--- config.mk ---
export PLATFORM = sky130hd
export DESIGN_NAME = sss_store_exec
export DESIGN_NICKNAME = d
export VERILOG_FILES = /design/src/sss_store_exec.v
export VERILOG_INCLUDE_DIRS = /design/src
export SDC_FILE = /design/constraint.sdc
export NUM_CORES = 1
export LEC_CHECK = 0
export BUFFER_PORTS_ARGS = -buffer_cell sky130_fd_sc_hd__buf_2
export CORE_MARGIN = 2
export CORE_UTILIZATION = 35
export CTS_CLUSTER_SIZE = 24
export DETAILED_ROUTE_END_ITERATION = 7
export GPL_ROUTABILITY_DRIVEN = 0
export RECOVER_POWER = 100
export REMOVE_ABC_BUFFERS = 1
export SLEW_MARGIN = 20
export SYNTH_ARGS = -nofsm -noshare
export SYNTH_HDL_FRONTEND = slang
export SYNTH_SLANG_ARGS = --single-unit
--- constraint.sdc ---
create_clock -name clk -period 7.3 [get_ports clk]
set_input_delay 0.365 -clock clk [delete_from_list [all_inputs] [get_ports clk]]
set_output_delay 0.365 -clock clk [all_outputs]
set_load 0.05 [all_outputs]
--- src/sss_store_regs.vh ---
// Constants of the store-command executor: register map, field layout,
// reset values, source codes and error codes.
// Assumes inclusion by the executor and its bench; definitions, no logic.
`ifndef SSS_STORE_REGS_VH
`define SSS_STORE_REGS_VH

// Register byte offsets on the bus
`define SSS_OFF_CTRL 4'h0
`define SSS_OFF_STATUS 4'h4
`define SSS_OFF_JOBADDR 4'h8
`define SSS_OFF_COUNT 4'hC

// Control register bit positions and reset value
`define SSS_CTRL_LE 0
`define SSS_CTRL_EN 1
`define SSS_CTRL_CLRERR 8
`define SSS_CTRL_RESET 2'h2
`define SSS_JOBADDR_RESET 32'h00000000

// Status register field positions
`define SSS_ST_BUSY 0
`define SSS_ST_ERR 1
`define SSS_ST_CODE_LO 8
`define SSS_ST_SRC_LO 16

// Command word fields
`define SSS_F_TYPE 31:27
`define SSS_F_CLASS 26:25
`define SSS_F_FLAG 24
`define SSS_F_IMM 23
`define SSS_F_SRC 22:16
`define SSS_F_OFF 15:8
`define SSS_F_LEN 7:0

// Command types
`define SSS_TYPE_STORE 5'h0A
`define SSS_TYPE_SEQ 5'h0B

// Source select codes
`define SSS_SRC_CTRLIMM 7'h00
`define SSS_SRC_STAT 7'h02
`define SSS_SRC_CHKSUM 7'h03
`define SSS_SRC_CTX 7'h20
`define SSS_SRC_KEYBUF 7'h40
`define SSS_SRC_JOBWB 7'h41
`define SSS_SRC_MSGIMM 7'h7E

// Size limits
`define SSS_WORD_BYTES 8'h04
`define SSS_DBUF_WORDS 9'h040
`define SSS_MATH_MAX 8'h40
`define SSS_MATH_OFF_MAX 8'h07
`define SSS_CTX_MAX 8'h80
`define SSS_CHK_LEN 8'h02

// Error codes
`define SSS_ERR_NONE 4'h0
`define SSS_ERR_SRC 4'h1
`define SSS_ERR_IMM 4'h2
`define SSS_ERR_FORM 4'h3
`define SSS_ERR_KEY 4'h4
`define SSS_ERR_TYPE 4'h5

`endif

--- src/sss_store_exec.v ---
// Store-command executor: decodes a store command word, checks source,
// class, length and offset, fetches pointer or immediate words, reads
// the chosen source and writes it word by word to the DMA master.
// Assumes command stream, source port and DMA port share clk.
// Behaviour
// RL1: type 0Ah plain with pointer, 0Bh sequence
// RL2: immediate source 00h control, 7Eh message, else error
// RL3: offset counts words for buffer, else bytes
// RL4: length counts words for buffer, else bytes
// RL5: no pointer for sequence or write-back forms
// RL6: plain store of 40h carries a pointer
// RL7: immediate data fills rounded-up whole words
// RL8: word registers accept only 4/0, 8/0, 4/4
// RL9: 00h reads mode or job queue control
// RL10: status store: conditions, index, output count
// RL11: checksum is message data, only 2/0
// RL12: 04h class 3 reads context identifier
// RL13: class 0 06h-09h read control registers
// RL14: math word view, offset 0-7, shrinking length
// RL15: math double-word view, offset zero only
// RL16: math byte view may span registers
// RL17: class 1 10h-13h read operand sizes
// RL18: context up to 128, waits accelerator done
// RL19: key readable only before key size written
// RL20: buffer copy errors when length+offset over 64
// RL21: 41h plain form only, writes job back
// RL22: unlisted pairs stop job with error
//
// Chosen here: the placing of the registers and register access over Wishbone.
`timescale 1ns/1ps
`include "sss_store_regs.vh"

module sss_store_exec (
  input wire clk,
  input wire rstn,
  input wire ce,
  // Wishbone classic slave
  input wire wb_cyc_i,
  input wire wb_stb_i,
  input wire wb_we_i,
  input wire [3:0] wb_adr_i,
  input wire [3:0] wb_sel_i,
  input wire [31:0] wb_dat_i,
  output reg [31:0] wb_dat_o,
  output reg wb_ack_o,
  // Command word stream
  input wire [31:0] cmdWord,
  input wire cmdValid,
  output wire cmdReady,
  // Job context
  input wire [31:0] seqOutAddr,
  input wire [7:0] varSeqOutLen,
  input wire [3:0] mathCond,
  input wire [7:0] cmdIndex,
  input wire [31:0] seqOutCount,
  input wire class1Done,
  input wire class2Done,
  input wire class1KeySizeWritten,
  input wire class2KeySizeWritten,
  // Source read port, data one cycle after request
  output wire srcRdReq,
  output reg [6:0] srcRdSel,
  output reg [1:0] srcRdClass,
  output reg [9:0] srcRdAddr,
  input wire [31:0] srcRdData,
  // DMA write master
  output wire dmaValid,
  input wire dmaReady,
  output reg [31:0] dmaAddr,
  output reg [31:0] dmaData,
  output reg [2:0] dmaBytes,
  output reg dmaScatter,
  // Job events
  output reg jobAbort,
  output reg storeDone,
  output wire busy
);

  // One-hot states
  localparam [6:0] ST_IDLE = 7'h01;
  localparam [6:0] ST_PTR = 7'h02;
  localparam [6:0] ST_WAIT = 7'h04;
  localparam [6:0] ST_RD = 7'h08;
  localparam [6:0] ST_CAP = 7'h10;
  localparam [6:0] ST_WR = 7'h20;
  localparam [6:0] ST_IMM = 7'h40;

  reg [6:0] state_q, state_d;
  reg [1:0] ctrl_q; // Enable and little-endian
  reg [31:0] jobAddr_q; // Job descriptor fetch address
  reg errFlag_q; // Sticky command error
  reg [3:0] errCode_q;
  reg [6:0] lastSrc_q;
  reg [15:0] count_q; // Completed stores
  reg [8:0] bytesLeft_q; // Bytes still to write
  reg imm_q, msg_q, stat_q, stall1_q;
  reg [31:0] statHi_q, statLo_q; // Snapshot for status store

  // Decoded command fields
  wire [4:0] command_type = cmdWord[`SSS_F_TYPE];
  wire [1:0] cCls = cmdWord[`SSS_F_CLASS];
  wire cFlag = cmdWord[`SSS_F_FLAG];
  wire cImm = cmdWord[`SSS_F_IMM];
  wire [6:0] cSrc = cmdWord[`SSS_F_SRC];
  wire [7:0] cOff = cmdWord[`SSS_F_OFF];
  wire cSeq = (command_type == `SSS_TYPE_SEQ);
  // Variable length only in the sequence form
  wire [7:0] cLen = (cSeq && cFlag) ? varSeqOutLen : cmdWord[`SSS_F_LEN];
  // Descriptor buffer sources count in words
  wire cDbuf = (cSrc == `SSS_SRC_JOBWB) ||
    (cSrc == `SSS_SRC_KEYBUF && cCls == 2'h3);

  // Word-register length/offset pairs
  function pairOk(input [7:0] l, input [7:0] o);
    begin
      // RL8: three legal pairs
      pairOk = (o == 8'h00 && (l == `SSS_WORD_BYTES ||
        l == (`SSS_WORD_BYTES << 1))) ||
        (l == `SSS_WORD_BYTES && o == `SSS_WORD_BYTES);
    end
  endfunction

  // Source/class/length/offset legality for register sources
  function srcOk(input [6:0] s, input [1:0] c, input [7:0] l,
    input [7:0] o);
    reg [7:0] lim;
    reg pr, mth;
    begin
      pr = pairOk(l, o);
      lim = `SSS_MATH_MAX - {2'h0, s[2:0], 3'h0};
      mth = (o <= `SSS_MATH_OFF_MAX) && (l <= lim);
      case (s)
        // RL9: mode regs or job queue control
        7'h00, 7'h01, 7'h02: srcOk = (c != 2'h0) && pr;
        // RL11: checksum only 2/0
        7'h03: srcOk = (c == 2'h3) ? (l == `SSS_CHK_LEN &&
          o == 8'h00) : ((c != 2'h0) && pr);
        // RL12: context identifier register
        7'h04: srcOk = (c == 2'h3) && pr;
        // RL13: class 0 control registers
        7'h06, 7'h07: srcOk = (c == 2'h0) && pr;
        // RL14: math word view shares 08h and 09h
        7'h08, 7'h09: srcOk = (c == 2'h0) ? pr : ((c == 2'h3) && mth);
        7'h0A, 7'h0D, 7'h0E, 7'h0F: srcOk = (c == 2'h3) && mth;
        7'h0B, 7'h0C: srcOk = (c == 2'h1) ? pr :
          ((c == 2'h3) && mth);
        // RL17: operand size registers
        7'h10, 7'h11, 7'h12, 7'h13: srcOk = (c == 2'h1) && pr;
        // RL18: context up to 128 bytes
        7'h20: srcOk = (c == 2'h1 || c == 2'h2) &&
          l <= `SSS_CTX_MAX && o <= `SSS_CTX_MAX;
        // RL15: double-word view, offset zero
        7'h30, 7'h31, 7'h32, 7'h33, 7'h34, 7'h35, 7'h36, 7'h37:
          srcOk = (c == 2'h3) && o == 8'h00 && l <= lim;
        // RL16: byte view spans contiguous registers
        7'h38, 7'h39, 7'h3A, 7'h3B, 7'h3C, 7'h3D, 7'h3E, 7'h3F:
          srcOk = (c == 2'h3) && mth;
        // RL20: buffer copy bound
        7'h40: srcOk = (c == 2'h3) ? ({1'b0, l} + {1'b0, o} <=
          `SSS_DBUF_WORDS) : ((c != 2'h0) && l <= `SSS_CTX_MAX &&
          o <= `SSS_CTX_MAX);
        7'h41: srcOk = (c == 2'h3) && ({1'b0, l} + {1'b0, o} <=
          `SSS_DBUF_WORDS);
        // RL22: everything else refused
        default: srcOk = 1'b0;
      endcase
    end
  endfunction

  // Byte swap within a word when enabled
  function [31:0] swap(input [31:0] w, input en);
    begin
      swap = en ? {w[7:0], w[15:8], w[23:16], w[31:24]} : w;
    end
  endfunction

  // Byte-lane merge for bus writes
  function [31:0] merge(input [31:0] old, input [31:0] nw,
    input [3:0] sel);
    integer i;
    begin
      merge = old;
      for (i = 0; i < 4; i = i + 1) begin
        if (sel[i]) begin
          merge[i*8 +: 8] = nw[i*8 +: 8];
        end
      end
    end
  endfunction

  // Command check: error code for the word in front
  reg [3:0] chkCode;
  always @* begin
    chkCode = `SSS_ERR_NONE;
    // RL1: only the two store types
    if (!cSeq && command_type != `SSS_TYPE_STORE) begin
      chkCode = `SSS_ERR_TYPE;
    end else if (cImm) begin
      // RL2: immediate needs class 0, 00h or 7Eh, no table
      if (cCls != 2'h0 || cOff != 8'h00 || (!cSeq && cFlag)) begin
        chkCode = `SSS_ERR_IMM;
      end else if (cSrc != `SSS_SRC_CTRLIMM &&
        cSrc != `SSS_SRC_MSGIMM) begin
        chkCode = `SSS_ERR_IMM;
      end
    end else if (cSrc == `SSS_SRC_JOBWB && (cSeq || cFlag)) begin
      // RL21: write-back only in plain form, no table
      chkCode = `SSS_ERR_FORM;
    end else if (!srcOk(cSrc, cCls, cLen, cOff)) begin
      // RL22: unlisted source or bad size
      chkCode = `SSS_ERR_SRC;
    end else if (cSrc == `SSS_SRC_KEYBUF &&
      ((cCls == 2'h1 && class1KeySizeWritten) ||
      (cCls == 2'h2 && class2KeySizeWritten))) begin
      // RL19: key locked once its size is written
      chkCode = `SSS_ERR_KEY;
    end
  end

  // Byte count of the whole store
  // RL4: words for the buffer, bytes otherwise
  wire [8:0] cBytes = cDbuf ? {cLen[6:0], 2'h0} : {1'b0, cLen};
  // RL3: buffer offset scaled to bytes
  wire [9:0] cOffB = cDbuf ? {cOff, 2'h0} : {2'h0, cOff};
  // RL5: pointer only for plain form outside write-back
  // RL6: plain 40h takes the pointer path
  wire cNeedPtr = !cSeq && (cSrc != `SSS_SRC_JOBWB || cImm);
  // RL18: context store waits for its accelerator
  wire stallDone = srcRdClass[0] ? class1Done : class2Done;
  wire curBytesGt4 = bytesLeft_q > {5'h0, `SSS_WORD_BYTES};
  wire lastWord = !curBytesGt4;

  // Handshakes follow the state directly
  assign cmdReady = ctrl_q[`SSS_CTRL_EN] &&
    (state_q == ST_IDLE || state_q == ST_PTR || state_q == ST_IMM);
  assign srcRdReq = (state_q == ST_RD);
  assign dmaValid = (state_q == ST_WR);
  assign busy = (state_q != ST_IDLE);

  // Next state
  always @* begin
    state_d = state_q;
    case (state_q)
      ST_IDLE: begin
        if (cmdValid && cmdReady && chkCode == `SSS_ERR_NONE) begin
          if (cNeedPtr) begin
            state_d = ST_PTR;
          end else if (cBytes == 9'h000) begin
            state_d = ST_IDLE;
          end else if (cImm) begin
            state_d = ST_IMM;
          end else if (cSrc == `SSS_SRC_CTX) begin
            state_d = ST_WAIT;
          end else begin
            state_d = ST_RD;
          end
        end
      end
      ST_PTR: begin
        if (cmdValid) begin
          if (bytesLeft_q == 9'h000) begin
            state_d = ST_IDLE;
          end else if (imm_q) begin
            state_d = ST_IMM;
          end else if (stall1_q) begin
            state_d = ST_WAIT;
          end else begin
            state_d = ST_RD;
          end
        end
      end
      ST_WAIT: begin
        if (stallDone) begin
          state_d = ST_RD;
        end
      end
      ST_RD: state_d = ST_CAP;
      ST_CAP: state_d = ST_WR;
      ST_WR: begin
        if (dmaReady) begin
          if (lastWord) begin
            state_d = ST_IDLE;
          end else if (imm_q) begin
            state_d = ST_IMM;
          end else begin
            state_d = ST_RD;
          end
        end
      end
      ST_IMM: begin
        if (cmdValid) begin
          state_d = ST_WR;
        end
      end
      default: state_d = ST_IDLE;
    endcase
  end

  // Datapath and job-level state
  always @(posedge clk or negedge rstn) begin
    if (!rstn) begin
      state_q <= ST_IDLE;
      bytesLeft_q <= 9'h000;
      imm_q <= 1'b0;
      msg_q <= 1'b0;
      stat_q <= 1'b0;
      stall1_q <= 1'b0;
      statHi_q <= 32'h00000000;
      statLo_q <= 32'h00000000;
      srcRdSel <= 7'h00;
      srcRdClass <= 2'h0;
      srcRdAddr <= 10'h000;
      dmaAddr <= 32'h00000000;
      dmaData <= 32'h00000000;
      dmaBytes <= 3'h0;
      dmaScatter <= 1'b0;
      jobAbort <= 1'b0;
      storeDone <= 1'b0;
      lastSrc_q <= 7'h00;
      count_q <= 16'h0000;
    end else if (ce) begin
      state_q <= state_d;
      jobAbort <= 1'b0;
      storeDone <= 1'b0;
      if (state_q == ST_IDLE && cmdValid && cmdReady) begin
        lastSrc_q <= cSrc;
        // RL22: refused command aborts the job
        jobAbort <= (chkCode != `SSS_ERR_NONE);
        bytesLeft_q <= cBytes;
        imm_q <= cImm;
        // RL2: immediate 7Eh is message data
        // RL11: checksum treated as message data
        msg_q <= cImm ? (cSrc == `SSS_SRC_MSGIMM) :
          ((cSrc == `SSS_SRC_CHKSUM && cCls == 2'h3) ||
          cSrc == `SSS_SRC_CTX ||
          (cSrc == `SSS_SRC_KEYBUF && cCls != 2'h3));
        // RL10: snapshot conditions, index and count
        stat_q <= !cImm && cSrc == `SSS_SRC_STAT && cCls == 2'h3;
        statHi_q <= {mathCond, 20'h00000, cmdIndex};
        statLo_q <= seqOutCount;
        stall1_q <= !cImm && cSrc == `SSS_SRC_CTX;
        srcRdSel <= cSrc;
        srcRdClass <= cCls;
        srcRdAddr <= cOffB;
        dmaScatter <= !cSeq && cFlag;
        // RL21: job write-back reuses fetch address
        if (cSrc == `SSS_SRC_JOBWB && !cImm) begin
          dmaAddr <= jobAddr_q + {22'h0, cOffB};
        end else begin
          dmaAddr <= seqOutAddr;
        end
      end
      if (state_q == ST_PTR && cmdValid) begin
        dmaAddr <= cmdWord;
      end
      // RL10: other sources come from the read port
      if (state_q == ST_CAP) begin
        if (stat_q) begin
          dmaData <= swap(srcRdAddr[2] ? statLo_q : statHi_q,
            ctrl_q[`SSS_CTRL_LE]);
        end else begin
          dmaData <= swap(srcRdData, ctrl_q[`SSS_CTRL_LE] && !msg_q);
        end
        dmaBytes <= curBytesGt4 ? 3'h4 : bytesLeft_q[2:0];
      end
      // RL7: immediate words until length covered
      if (state_q == ST_IMM && cmdValid) begin
        dmaData <= swap(cmdWord, ctrl_q[`SSS_CTRL_LE] && !msg_q);
        dmaBytes <= curBytesGt4 ? 3'h4 : bytesLeft_q[2:0];
      end
      if (state_q == ST_WR && dmaReady) begin
        dmaAddr <= dmaAddr + 32'h00000004;
        srcRdAddr <= srcRdAddr + 10'h004;
        bytesLeft_q <= lastWord ? 9'h000 :
          bytesLeft_q - {1'b0, `SSS_WORD_BYTES};
        if (lastWord) begin
          storeDone <= 1'b1;
          count_q <= count_q + 16'h0001;
        end
      end
    end
  end

  // Bus slave: registered ack and read data, one wait state
  wire wbReq = wb_cyc_i && wb_stb_i && !wb_ack_o;
  wire wbWr = wbReq && wb_we_i;
  wire clrErr = wbWr && wb_adr_i == `SSS_OFF_CTRL && wb_sel_i[1] &&
    wb_dat_i[`SSS_CTRL_CLRERR];
  wire setErr = state_q == ST_IDLE && cmdValid && cmdReady &&
    chkCode != `SSS_ERR_NONE;

  always @(posedge clk or negedge rstn) begin
    if (!rstn) begin
      wb_ack_o <= 1'b0;
      wb_dat_o <= 32'h00000000;
      ctrl_q <= `SSS_CTRL_RESET;
      jobAddr_q <= `SSS_JOBADDR_RESET;
      errFlag_q <= 1'b0;
      errCode_q <= `SSS_ERR_NONE;
    end else if (ce) begin
      wb_ack_o <= wbReq;
      // New error wins over a same-cycle clear
      if (setErr) begin
        errFlag_q <= 1'b1;
        errCode_q <= chkCode;
      end else if (clrErr) begin
        errFlag_q <= 1'b0;
        errCode_q <= `SSS_ERR_NONE;
      end
      if (wbWr && wb_adr_i == `SSS_OFF_CTRL && wb_sel_i[0]) begin
        ctrl_q <= wb_dat_i[1:0];
      end
      if (wbWr && wb_adr_i == `SSS_OFF_JOBADDR) begin
        jobAddr_q <= merge(jobAddr_q, wb_dat_i, wb_sel_i);
      end
      // Unmapped offsets read as zero but still acknowledge
      case (wb_adr_i)
        `SSS_OFF_CTRL: wb_dat_o <= {30'h0, ctrl_q};
        `SSS_OFF_STATUS: wb_dat_o <= {9'h000, lastSrc_q, 4'h0,
          errCode_q, 6'h00, errFlag_q, busy};
        `SSS_OFF_JOBADDR: wb_dat_o <= jobAddr_q;
        `SSS_OFF_COUNT: wb_dat_o <= {16'h0000, count_q};
        default: wb_dat_o <= 32'h00000000;
      endcase
    end
  end

endmodule

After elaboration in Yosys (flattened, before gate mapping). Index checks and enable logic that the tools add are counted.

Reduce and logical (&&, ||, !) cells: 101. Equality and inequality tests: 66. Bitwise gates (word level): 1. Magnitude comparators: 6. Muxes and demuxes: 62. Add/sub/neg operators: 7.

Operators with widths (number): $mux W32 (11); $pmux W32 S4 (1); $eq A7 B6 Y1 const B (18); $mux W7 (12); $eq A7 B4 Y1 const B (9); $logic_and A1 B1 Y1 (50); $pmux W7 S7 (1); $mux W9 (4); $eq A7 B5 Y1 const B (5); $add A32 B10 Y32 (1); $add A32 B3 Y32 const B (1); $mux W10 (3); $eq A7 B3 Y1 const B (4); $eq A7 B7 Y1 const B (4); $mux W4 (6); $eq A7 B2 Y1 const B (3); $logic_not A9 Y1 (2); $mux W3 (6); $add A16 B1 Y16 const B (1); $eq A8 B3 Y1 const B (2); $le A8 B8 Y1 const B (2); $reduce_and A3 Y1 (5); $eq A7 B1 Y1 const B (2); $mux W1 (14); 42 further kinds (76).

Input bits: 200. Register bits after elaboration: 241. Logic and storage cells: 270.

Longest topological paths before layout. Gate-level depths: netlist (run 1).

Depth in word-level cells: 21. Gate-level depth with buffers: 20. Gate-level depth less buffers: 18.

Least setup slack after synthesis (run 1). OpenSTA, ideal clock, no wires.

Path kind: input to register. Start: in cmdWord[16]. End: reg dmaAddr[28]. Data required time: 7.174 ns. Path slack: 3.189 ns. Buffers on the path: 3. Arrival time: 3.985 ns. Cell stages on the path: 20. Cell sequence: inv_1 -> ha_1 -> buf_2 -> or3b_1 -> nor2_2 -> nand2_1 -> nand2_1 -> clkbuf_1 -> nor2_1 -> fa_1 -> a21o_1 -> a21oi_1 -> o21ai_0 -> a31oi_1 -> o211ai_1 -> and2_1 -> clkbuf_1 -> nand2_1 -> xnor2_1 -> a221o_1.

Word-level cells in the longest chain between the ends: 9. Elaborated cells between the ends (all ways): 11. Those cells by class: 1 x add/sub; 2 x eq/ne; 5 x mux; 3 x reduce/logical.

RTL lines: start: declaration (RTL line sss_store_exec.v:47) `input wire [31:0] cmdWord,`; $eq A7 B7 Y1; $logic_and A1 B1 Y1 (RTL line sss_store_exec.v:111) `` (cSrc == `SSS_SRC_KEYBUF && cCls == 2'h3); ``; $logic_or A1 B1 Y1 (RTL line sss_store_exec.v:110) `` wire cDbuf = (cSrc == `SSS_SRC_JOBWB) || ``; $mux W10 (RTL line sss_store_exec.v:224) `wire [9:0] cOffB = cDbuf ? {cOff, 2'h0} : {2'h0, cOff};`; $add A32 B10 Y32 (RTL line sss_store_exec.v:348) `dmaAddr <= jobAddr_q + {22'h0, cOffB};`; $mux W32 * (RTL line sss_store_exec.v:347) `` if (cSrc == `SSS_SRC_JOBWB && !cImm) begin ``; $mux W32 * (RTL line sss_store_exec.v:325) `if (state_q == ST_IDLE && cmdValid && cmdReady) begin`; $mux W32 * (RTL line sss_store_exec.v:353) `if (state_q == ST_PTR && cmdValid) begin`; $mux W32 * (RTL line sss_store_exec.v:371) `if (state_q == ST_WR && dmaReady) begin`; end signal: assignment (RTL line sss_store_exec.v:348); end signal: assignment (RTL line sss_store_exec.v:354) `dmaAddr <= cmdWord;`; end signal: assignment (RTL line sss_store_exec.v:372) `dmaAddr <= dmaAddr + 32'h00000004;`; end: declaration (RTL line sss_store_exec.v:69) `output reg [31:0] dmaAddr,`.

Every way passes the cells marked *; elsewhere a longest branch is shown, timed or not. The select of a mux whose other input is x is not followed. A chain may end at the register's enable or synchronous reset.

Worst setup path in the final report (run 1).
Start: in ce. End: reg dmaAddr[7].

Word-level cells in the longest chain between the ends: 1.

RTL lines: start: declaration (RTL line sss_store_exec.v:36) `input wire ce,`; $reduce_and A2 Y1 (no line); end signal: assignment (RTL line sss_store_exec.v:348); end signal: assignment (RTL line sss_store_exec.v:350) `dmaAddr <= seqOutAddr;`; end signal: assignment (RTL line sss_store_exec.v:354).

Every way passes these cells.

==> results.json, run 1 <==
{
  "status": "complete, but fails checks",
  "violations": "capacitance limit, slew limit",
  "multi_input_area_sq_mm": 0.008611,
  "setup.worst_path.class": "in2reg",
  "avgRoutedWirePerCell_um": 21.88,
  "die_y_um": 212.5,
  "fmax_mhz": 178.8,
  "drive_gt1_frac": 0.1605,
  "crit_required_ns": 7.72,
  "reg2reg_depth": 10,
  "layout.nets": 2387,
  "async_flop_share": 1.000,
  "via_count": 15640,
  "cp_num_buf_inv": 4,
  "dr.pass1.iters": 6,
  "rows": 76,
  "synth_flop_cell": "dfrtp_1",
  "synth_area_leaders": "dfrtp_1 (39%), nand2_1 (10%), a21oi_1 (4.9%), o21ai_0 (4.4%), mux2_2 (3.4%)",
  "synth_area_sq_mm": 0.01521,
  "worstMarginPinSlew_ns": 3.638,
  "seq_power_share": 0.373,
  "syn_avg_cell_area_sq_um": 8.304,
  "ant_nets": 0,
  "min_period_ns": 5.594,
  "synth_edf_count": 0,
  "grt_overflow": 0,
  "grt_pass1_wl_um": 90200,
  "clockRootBuffer": "clkbuf_16",
  "core_area_sq_mm": 0.04298,
  "p_per_area_mw_per_mm2": 263.1,
  "io_pins": 326,
  "slew_viol_final": 401,
  "cp_num_cells": 9,
  "floorplan.initialDensity": 0.3539,
  "synth_largest_area_cell": "dfrtp_1",
  "rrSetupSlack_ns": 2.27,
  "ys_warn_count": 0,
  "cpMaxStageDelayCell": "clkbuf_1",
  "cts_buffers": 29,
  "ys_ff_latch": 240,
  "synth_cell_types": 84,
  "r2r_end": "dmaAddr[27]",
  "comb_power_share": 0.333,
  "portBuffers": 325,
  "startpoint_type": "input pin",
  "worstReg2RegStart": "state_q[3]",
  "final_util": 0.4317,
  "htreeDepth": 1,
  "crit_family": "buffers and inverters",
  "n_fill_cell": 4424,
  "wirelength_um": 60400,
  "netSwitchingFraction": 0.4288,
  "peakVddDrop_uv": 191.1,
  "clk_pin_slew_ns": 0.06,
  "clock_latency_ns": 0.58,
  "syn_to_final_growth_pct": 21.97,
  "drcViolationCount": 0,
  "yosysSeqAreaShare": 0.3950,
  "routed_via_density": 5.667,
  "track_usage": 0.2621,
  "cap_violations": 7,
  "worstPathCellList": "buf_2 -> clkbuf_1 -> inv_1 -> clkbuf_1 -> a21oi_1 -> a21oi_1 -> nor2_1 -> o211ai_1 -> o311ai_0",
  "dieArea_sq_mm": 0.04515,
  "p_sw_mw": 2.093,
  "register_area_sq_mm": 0.006010,
  "maxSlewHeadroom": -1.425,
  "first_iter_violations": 1260,
  "p_clk_frac": 0.294,
  "p_int_mw": 2.788,
  "hpwlAfterDp_um": 43710,
  "cts_tree": "yes",
  "cts_sinks": 240,
  "fin_skew_ns": 0.02208,
  "hold_viol": 0,
  "hold_class": "in2reg",
  "critPathCapture": "dmaAddr[7]",
  "startpoint": "ce",
  "antenna_found_initial": 9,
  "cpPeakStageDelay_ns": 1.55,
  "critPathArrivalTime_ns": 6.02,
  "rsz0062_at_grt": "no",
  "clockBufferDepth": 3,
  "yosysTopAreaCellShare": 0.3915,
  "synthCells": 1832,
  "grt_pass1_vias": 14830,
  "p_leak_nw": 8.268,
  "fin_crit_sh": 0.7663,
  "die_x_um": 212.5,
  "critPathMaxFanout": 37,
  "tns_ns": 0,
  "final-setup-viol-count": 0,
  "grt_start_max_net_pins": 140,
  "crit_path_end_kind": "register"
}
[kinds of logic after synthesis]
| kind of cell | share of synthesized area |
|---|---|
| multiplexers | 0.07830 |
| flip-flops | 0.3950 |
| buffers and inverters | 0.04006 |
| AO/OA/AOI/OAI | 0.2042 |
| AND/OR/NAND/NOR | 0.2195 |
| XOR/XNOR | 0.02821 |
| adder cells (fa/ha/maj) | 0.03471 |
[flip-flops by register name, indices dropped and copies added (netlist names), 2 cells and up]
signal	count
dmaAddr	32
dmaData	32
jobAddr_q	32
statLo_q	32
wb_dat_o	32
count_q	16
statHi_q	12
srcRdAddr	10
bytesLeft_q	9
lastSrc_q	7
state_q	7
dmaBytes	3
errCode_q	3
ctrl_q	2
srcRdClass	2
[cell usage after synthesis (all sizes together) (12+ instances only)]
cell type and count:
nor2 109, mux2i 47, o22ai 33, and2 12, nand2 416, and3 18, a31oi 37, nor4 14
xor2 26, buf 15, a21oi 148, o211ai 17, nand4 21, o2bb2ai 23, a22oi 23, mux2 46
ha 39, clkbuf 95, nand3 63, nor3 31, xnor2 23, inv 48, o21ai 136, dfrtp 238
[layout by cell type, fill, tap and decap left out, types with 45 or more instances in the layout]
| master | netlist | final |
|---|---|---|
| nor2_1 | 105 | 104 |
| nand3_1 | 63 | 63 |
| buf_2 | 6 | 199 |
| inv_1 | 47 | 47 |
| o21ai_0 | 135 | 136 |
| dfrtp_1 | 238 | 237 |
| mux2i_1 | 47 | 47 |
| dlygate4sd3_1 | 0 | 45 |
| a21oi_1 | 148 | 148 |
| nand2_1 | 416 | 414 |
| clkbuf_1 | 94 | 136 |
[per-layer routing]
layer,wire (um),up-vias,GRT usage
met4,3210,6,0.1350
met3,5432,167,0.05672
li1,-,7199,-
met1,25280,7496,0.3551
met2,26430,774,0.3931
met5,39,-,0
[cell type report]
type                    count  area share
repair buffers            393      0.1116
clock buffers              42     0.04714
clock inverters            11    0.003169
diodes                      7   0.0009441
inverters                  48    0.009711
well taps                 585     0.03945
flip-flops and latches    240      0.3239
multi-input cells        1434      0.4641
[how the worst min path moves through the flow]
stage | depth (start not counted) | from | end | slack, ns
floorplan | 0 | rstn | bytesLeft_q[0] | 0.07
global placement | 2 | statLo_q[1] | statLo_q[1] | 0.46
detailed placement | 2 | statLo_q[3] | statLo_q[3] | 0.46
CTS | 2 | wb_dat_i[18] | jobAddr_q[18] | 0.004
global route | 2 | wb_dat_i[18] | jobAddr_q[18] | 0.01
finish | 2 | wb_dat_i[18] | jobAddr_q[18] | 0.03
[power by group through the flow]
stage	Sequential [mW]	Combinational (mW)	Clock, mW
global route	1.85	1.74	1.52
floorplan	2.38	0.511	0
CTS	1.81	1.67	1.46
global placement	1.82	1.63	0
detailed placement	1.83	1.65	0
finish	1.82	1.62	1.44
[metrics by stage]
| stage | cell area [sq um] | power (mW) | hold WS [ns] | setup slack (ns) | instances |
|---|---|---|---|---|---|
| 2_1_floorplan | 14780 | 2.893 | 0.06941 | 3.104 | 1722 |
| 3_3_place_gp | 17370 | 3.453 | 0.4581 | 2.634 | 2655 |
| 3_5_place_dp | 17370 | 3.482 | 0.4634 | 2.424 | 2655 |
| 4_1_cts | 18750 | 4.944 | 0.004405 | 3.026 | 2753 |
| 5_1_grt | 18550 | 5.108 | 0.01316 | 1.384 | 2757 |
| 6_report | 18550 | 4.882 | 0.02613 | 1.706 | 2760 |
[what timing repair did]
item / in CTS / in global routing
endpoints found under the hold margin: 144 / 0
gates resized for setup: 0 / 0
setup buffers: 0 / 0
hold buffers: 45 / 0
Power figures use the tool's default switching activity.
==> inputs of run 2 (changes only) <==
- clock period: 7.3 -> 5.3 ns (I/O delays scaled with it)
==> run 2 against run 1 <==
Against the previous run:
- the flow still finishes with violations (capacitance limit, slew limit)
- non-clock buffer count increased by 40
- clock-buffer cell count decreased by 4
- hold slack got worse by 0.0053 ns
- critical path depth increased by 6
- die area unchanged
- via count increased by 1.0%
- largest cell class unchanged
==> results.json, run 2 (synthesis gave the netlist of run 1 again) <==
{
  "n_fill_cell": 4352,
  "fin_crit_sh": 0.8334,
  "die_x_um": 212.5,
  "antenna_found_initial": 12,
  "clock_latency_ns": 0.59,
  "critPathArrivalTime_ns": 4.88,
  "hold_class": "in2reg",
  "track_usage": 0.2610,
  "fmax_mhz": 226.4,
  "startpoint_type": "input pin",
  "rows": 76,
  "p_per_area_mw_per_mm2": 372.9,
  "clk_pin_slew_ns": 0.06,
  "syn_to_final_growth_pct": 25.73,
  "dieArea_sq_mm": 0.04515,
  "setup.worst_path.class": "in2reg",
  "fin_skew_ns": 0.02176,
  "cap_violations": 6,
  "io_pins": 326,
  "multi_input_area_sq_mm": 0.008598,
  "hold_buffers": 80,
  "rsz0062_at_grt": "no",
  "cts.repair.resized": 0,
  "tns_ns": 0,
  "routed_via_density": 5.634,
  "cts_sinks": 240,
  "drive_gt1_frac": 0.1597,
  "slew_viol_final": 369,
  "final-setup-viol-count": 0,
  "violations": "capacitance limit, slew limit",
  "cts_setup_buffers": 0,
  "worstMarginPinSlew_ns": 3.075,
  "htreeDepth": 1,
  "crit_path_end_kind": "register",
  "clockBufferDepth": 3,
  "maxSlewHeadroom": -1.050,
  "dr.pass1.iters": 8,
  "status": "complete, but fails checks",
  "floorplan.initialDensity": 0.3539,
  "min_period_ns": 4.417,
  "cts_tree": "yes",
  "grt_pass1_wl_um": 89700,
  "drcViolationCount": 0,
  "ant_nets": 0,
  "first_iter_violations": 1326,
  "grt_overflow": 0,
  "cts_buffers": 30,
  "grt_pass1_vias": 14930,
  "via_count": 15800,
  "clockRootBuffer": "clkbuf_16",
  "hold_viol": 0,
  "portBuffers": 325,
  "grt_start_max_net_pins": 127,
  "most-common-layout-cells": "nand2_1 (414), dfrtp_1 (237), buf_2 (197), a21oi_1 (148), clkbuf_1 (137)",
  "avgRoutedWirePerCell_um": 21.69,
  "crit_required_ns": 5.76,
  "critPathMaxFanout": 13,
  "register_area_sq_mm": 0.006010,
  "core_area_sq_mm": 0.04298,
  "peakVddDrop_uv": 265.8,
  "layout.nets": 2428,
  "p_total_mw": 7.132,
  "hpwlAfterDp_um": 44540,
  "final_common_cell": "nand2_1",
  "p_leak_nw": 8.511,
  "die_y_um": 212.5,
  "wirelength_um": 60820
}
==> run 2: cell count changes in the layout (fill, tap and decap cells not counted), moves of 3 or more <==
| cell | change |
|---|---|
| dlygate4sd3_1 | +35 |
| bufinv_16 | +7 |
| clkbuf_8 | -5 |
| buf_4 | +3 |
| clkinv_2 | -3 |
| nor2_1 | +3 |
==> run 2: worst paths after layout <==
check,endpoint,from,slack [ns],cells after the start
worst max-delay path,state_q[2],cmdWord[29],0.88,15
worst min-delay path,dmaAddr[23],seqOutAddr[23],0.02,3
worst max register to register,dmaAddr[27],state_q[2],1.22,10
worst min register to register,count_q[15],count_q[15],0.47,1
max in group asynchronous,dmaData[18],rstn,2.27,2
min in group asynchronous,jobAddr_q[21],rstn,1.18,2
==> run 2: layout make-up <==
| type | count | area share |
|---|---|---|
| multi-input cells | 1434 | 0.4496 |
| clock inverters | 18 | 0.01452 |
| diodes | 8 | 0.001047 |
| inverters | 48 | 0.009420 |
| well taps | 585 | 0.03827 |
| clock buffers | 38 | 0.04455 |
| repair buffers | 433 | 0.1284 |
| flip-flops and latches | 240 | 0.3142 |
==> run 2: critical path: stages <==
cell	delay (ns)
buf_2	0.17
nand4bb_4	0.26
nor2_1	0.87
mux2i_1	0.53
inv_1	0.13
ha_1	0.35
a21oi_1	0.15
nand2_1	0.10
a221o_1	0.34
nor4b_1	0.33
a211oi_1	0.09
a21boi_1	0.24
nor3_1	0.10
or4_4	0.60
a221oi_1	0.34
==> run 2: where the power goes <==
part	switching [mW]	internal, mW	total, mW	leakage, nW
logic	1.71	0.567	2.28	4.70
registers	0.353	2.16	2.51	3.25
clock network	0.872	1.47	2.35	0.556
==> run 2: per-layer routing <==
metal	share of wire	GRT usage	up-vias
li1	-	-	7303
met5	0.00087	0	-
met3	0.083	0.05643	200
met1	0.42	0.3502	7495
met2	0.44	0.3884	793
met4	0.059	0.1495	8
==> run 2: stage by stage <==
step / area [sq um] / worst slack, ns / hold WS [ns] / utilization / std cells
after floorplan: 14780 / 1.104 / -0.03059 / - / 1722
after global placement: 17400 / 0.8366 / 0.4057 / 0.4049 / 2660
after detailed placement: 17400 / 0.7253 / 0.4066 / 0.4049 / 2660
after CTS: 19330 / 1.313 / 0.002322 / 0.4498 / 2796
after global routing: 19130 / 0.5606 / 0.02658 / 0.4450 / 2804
final: 19130 / 0.8832 / 0.02087 / 0.4450 / 2804
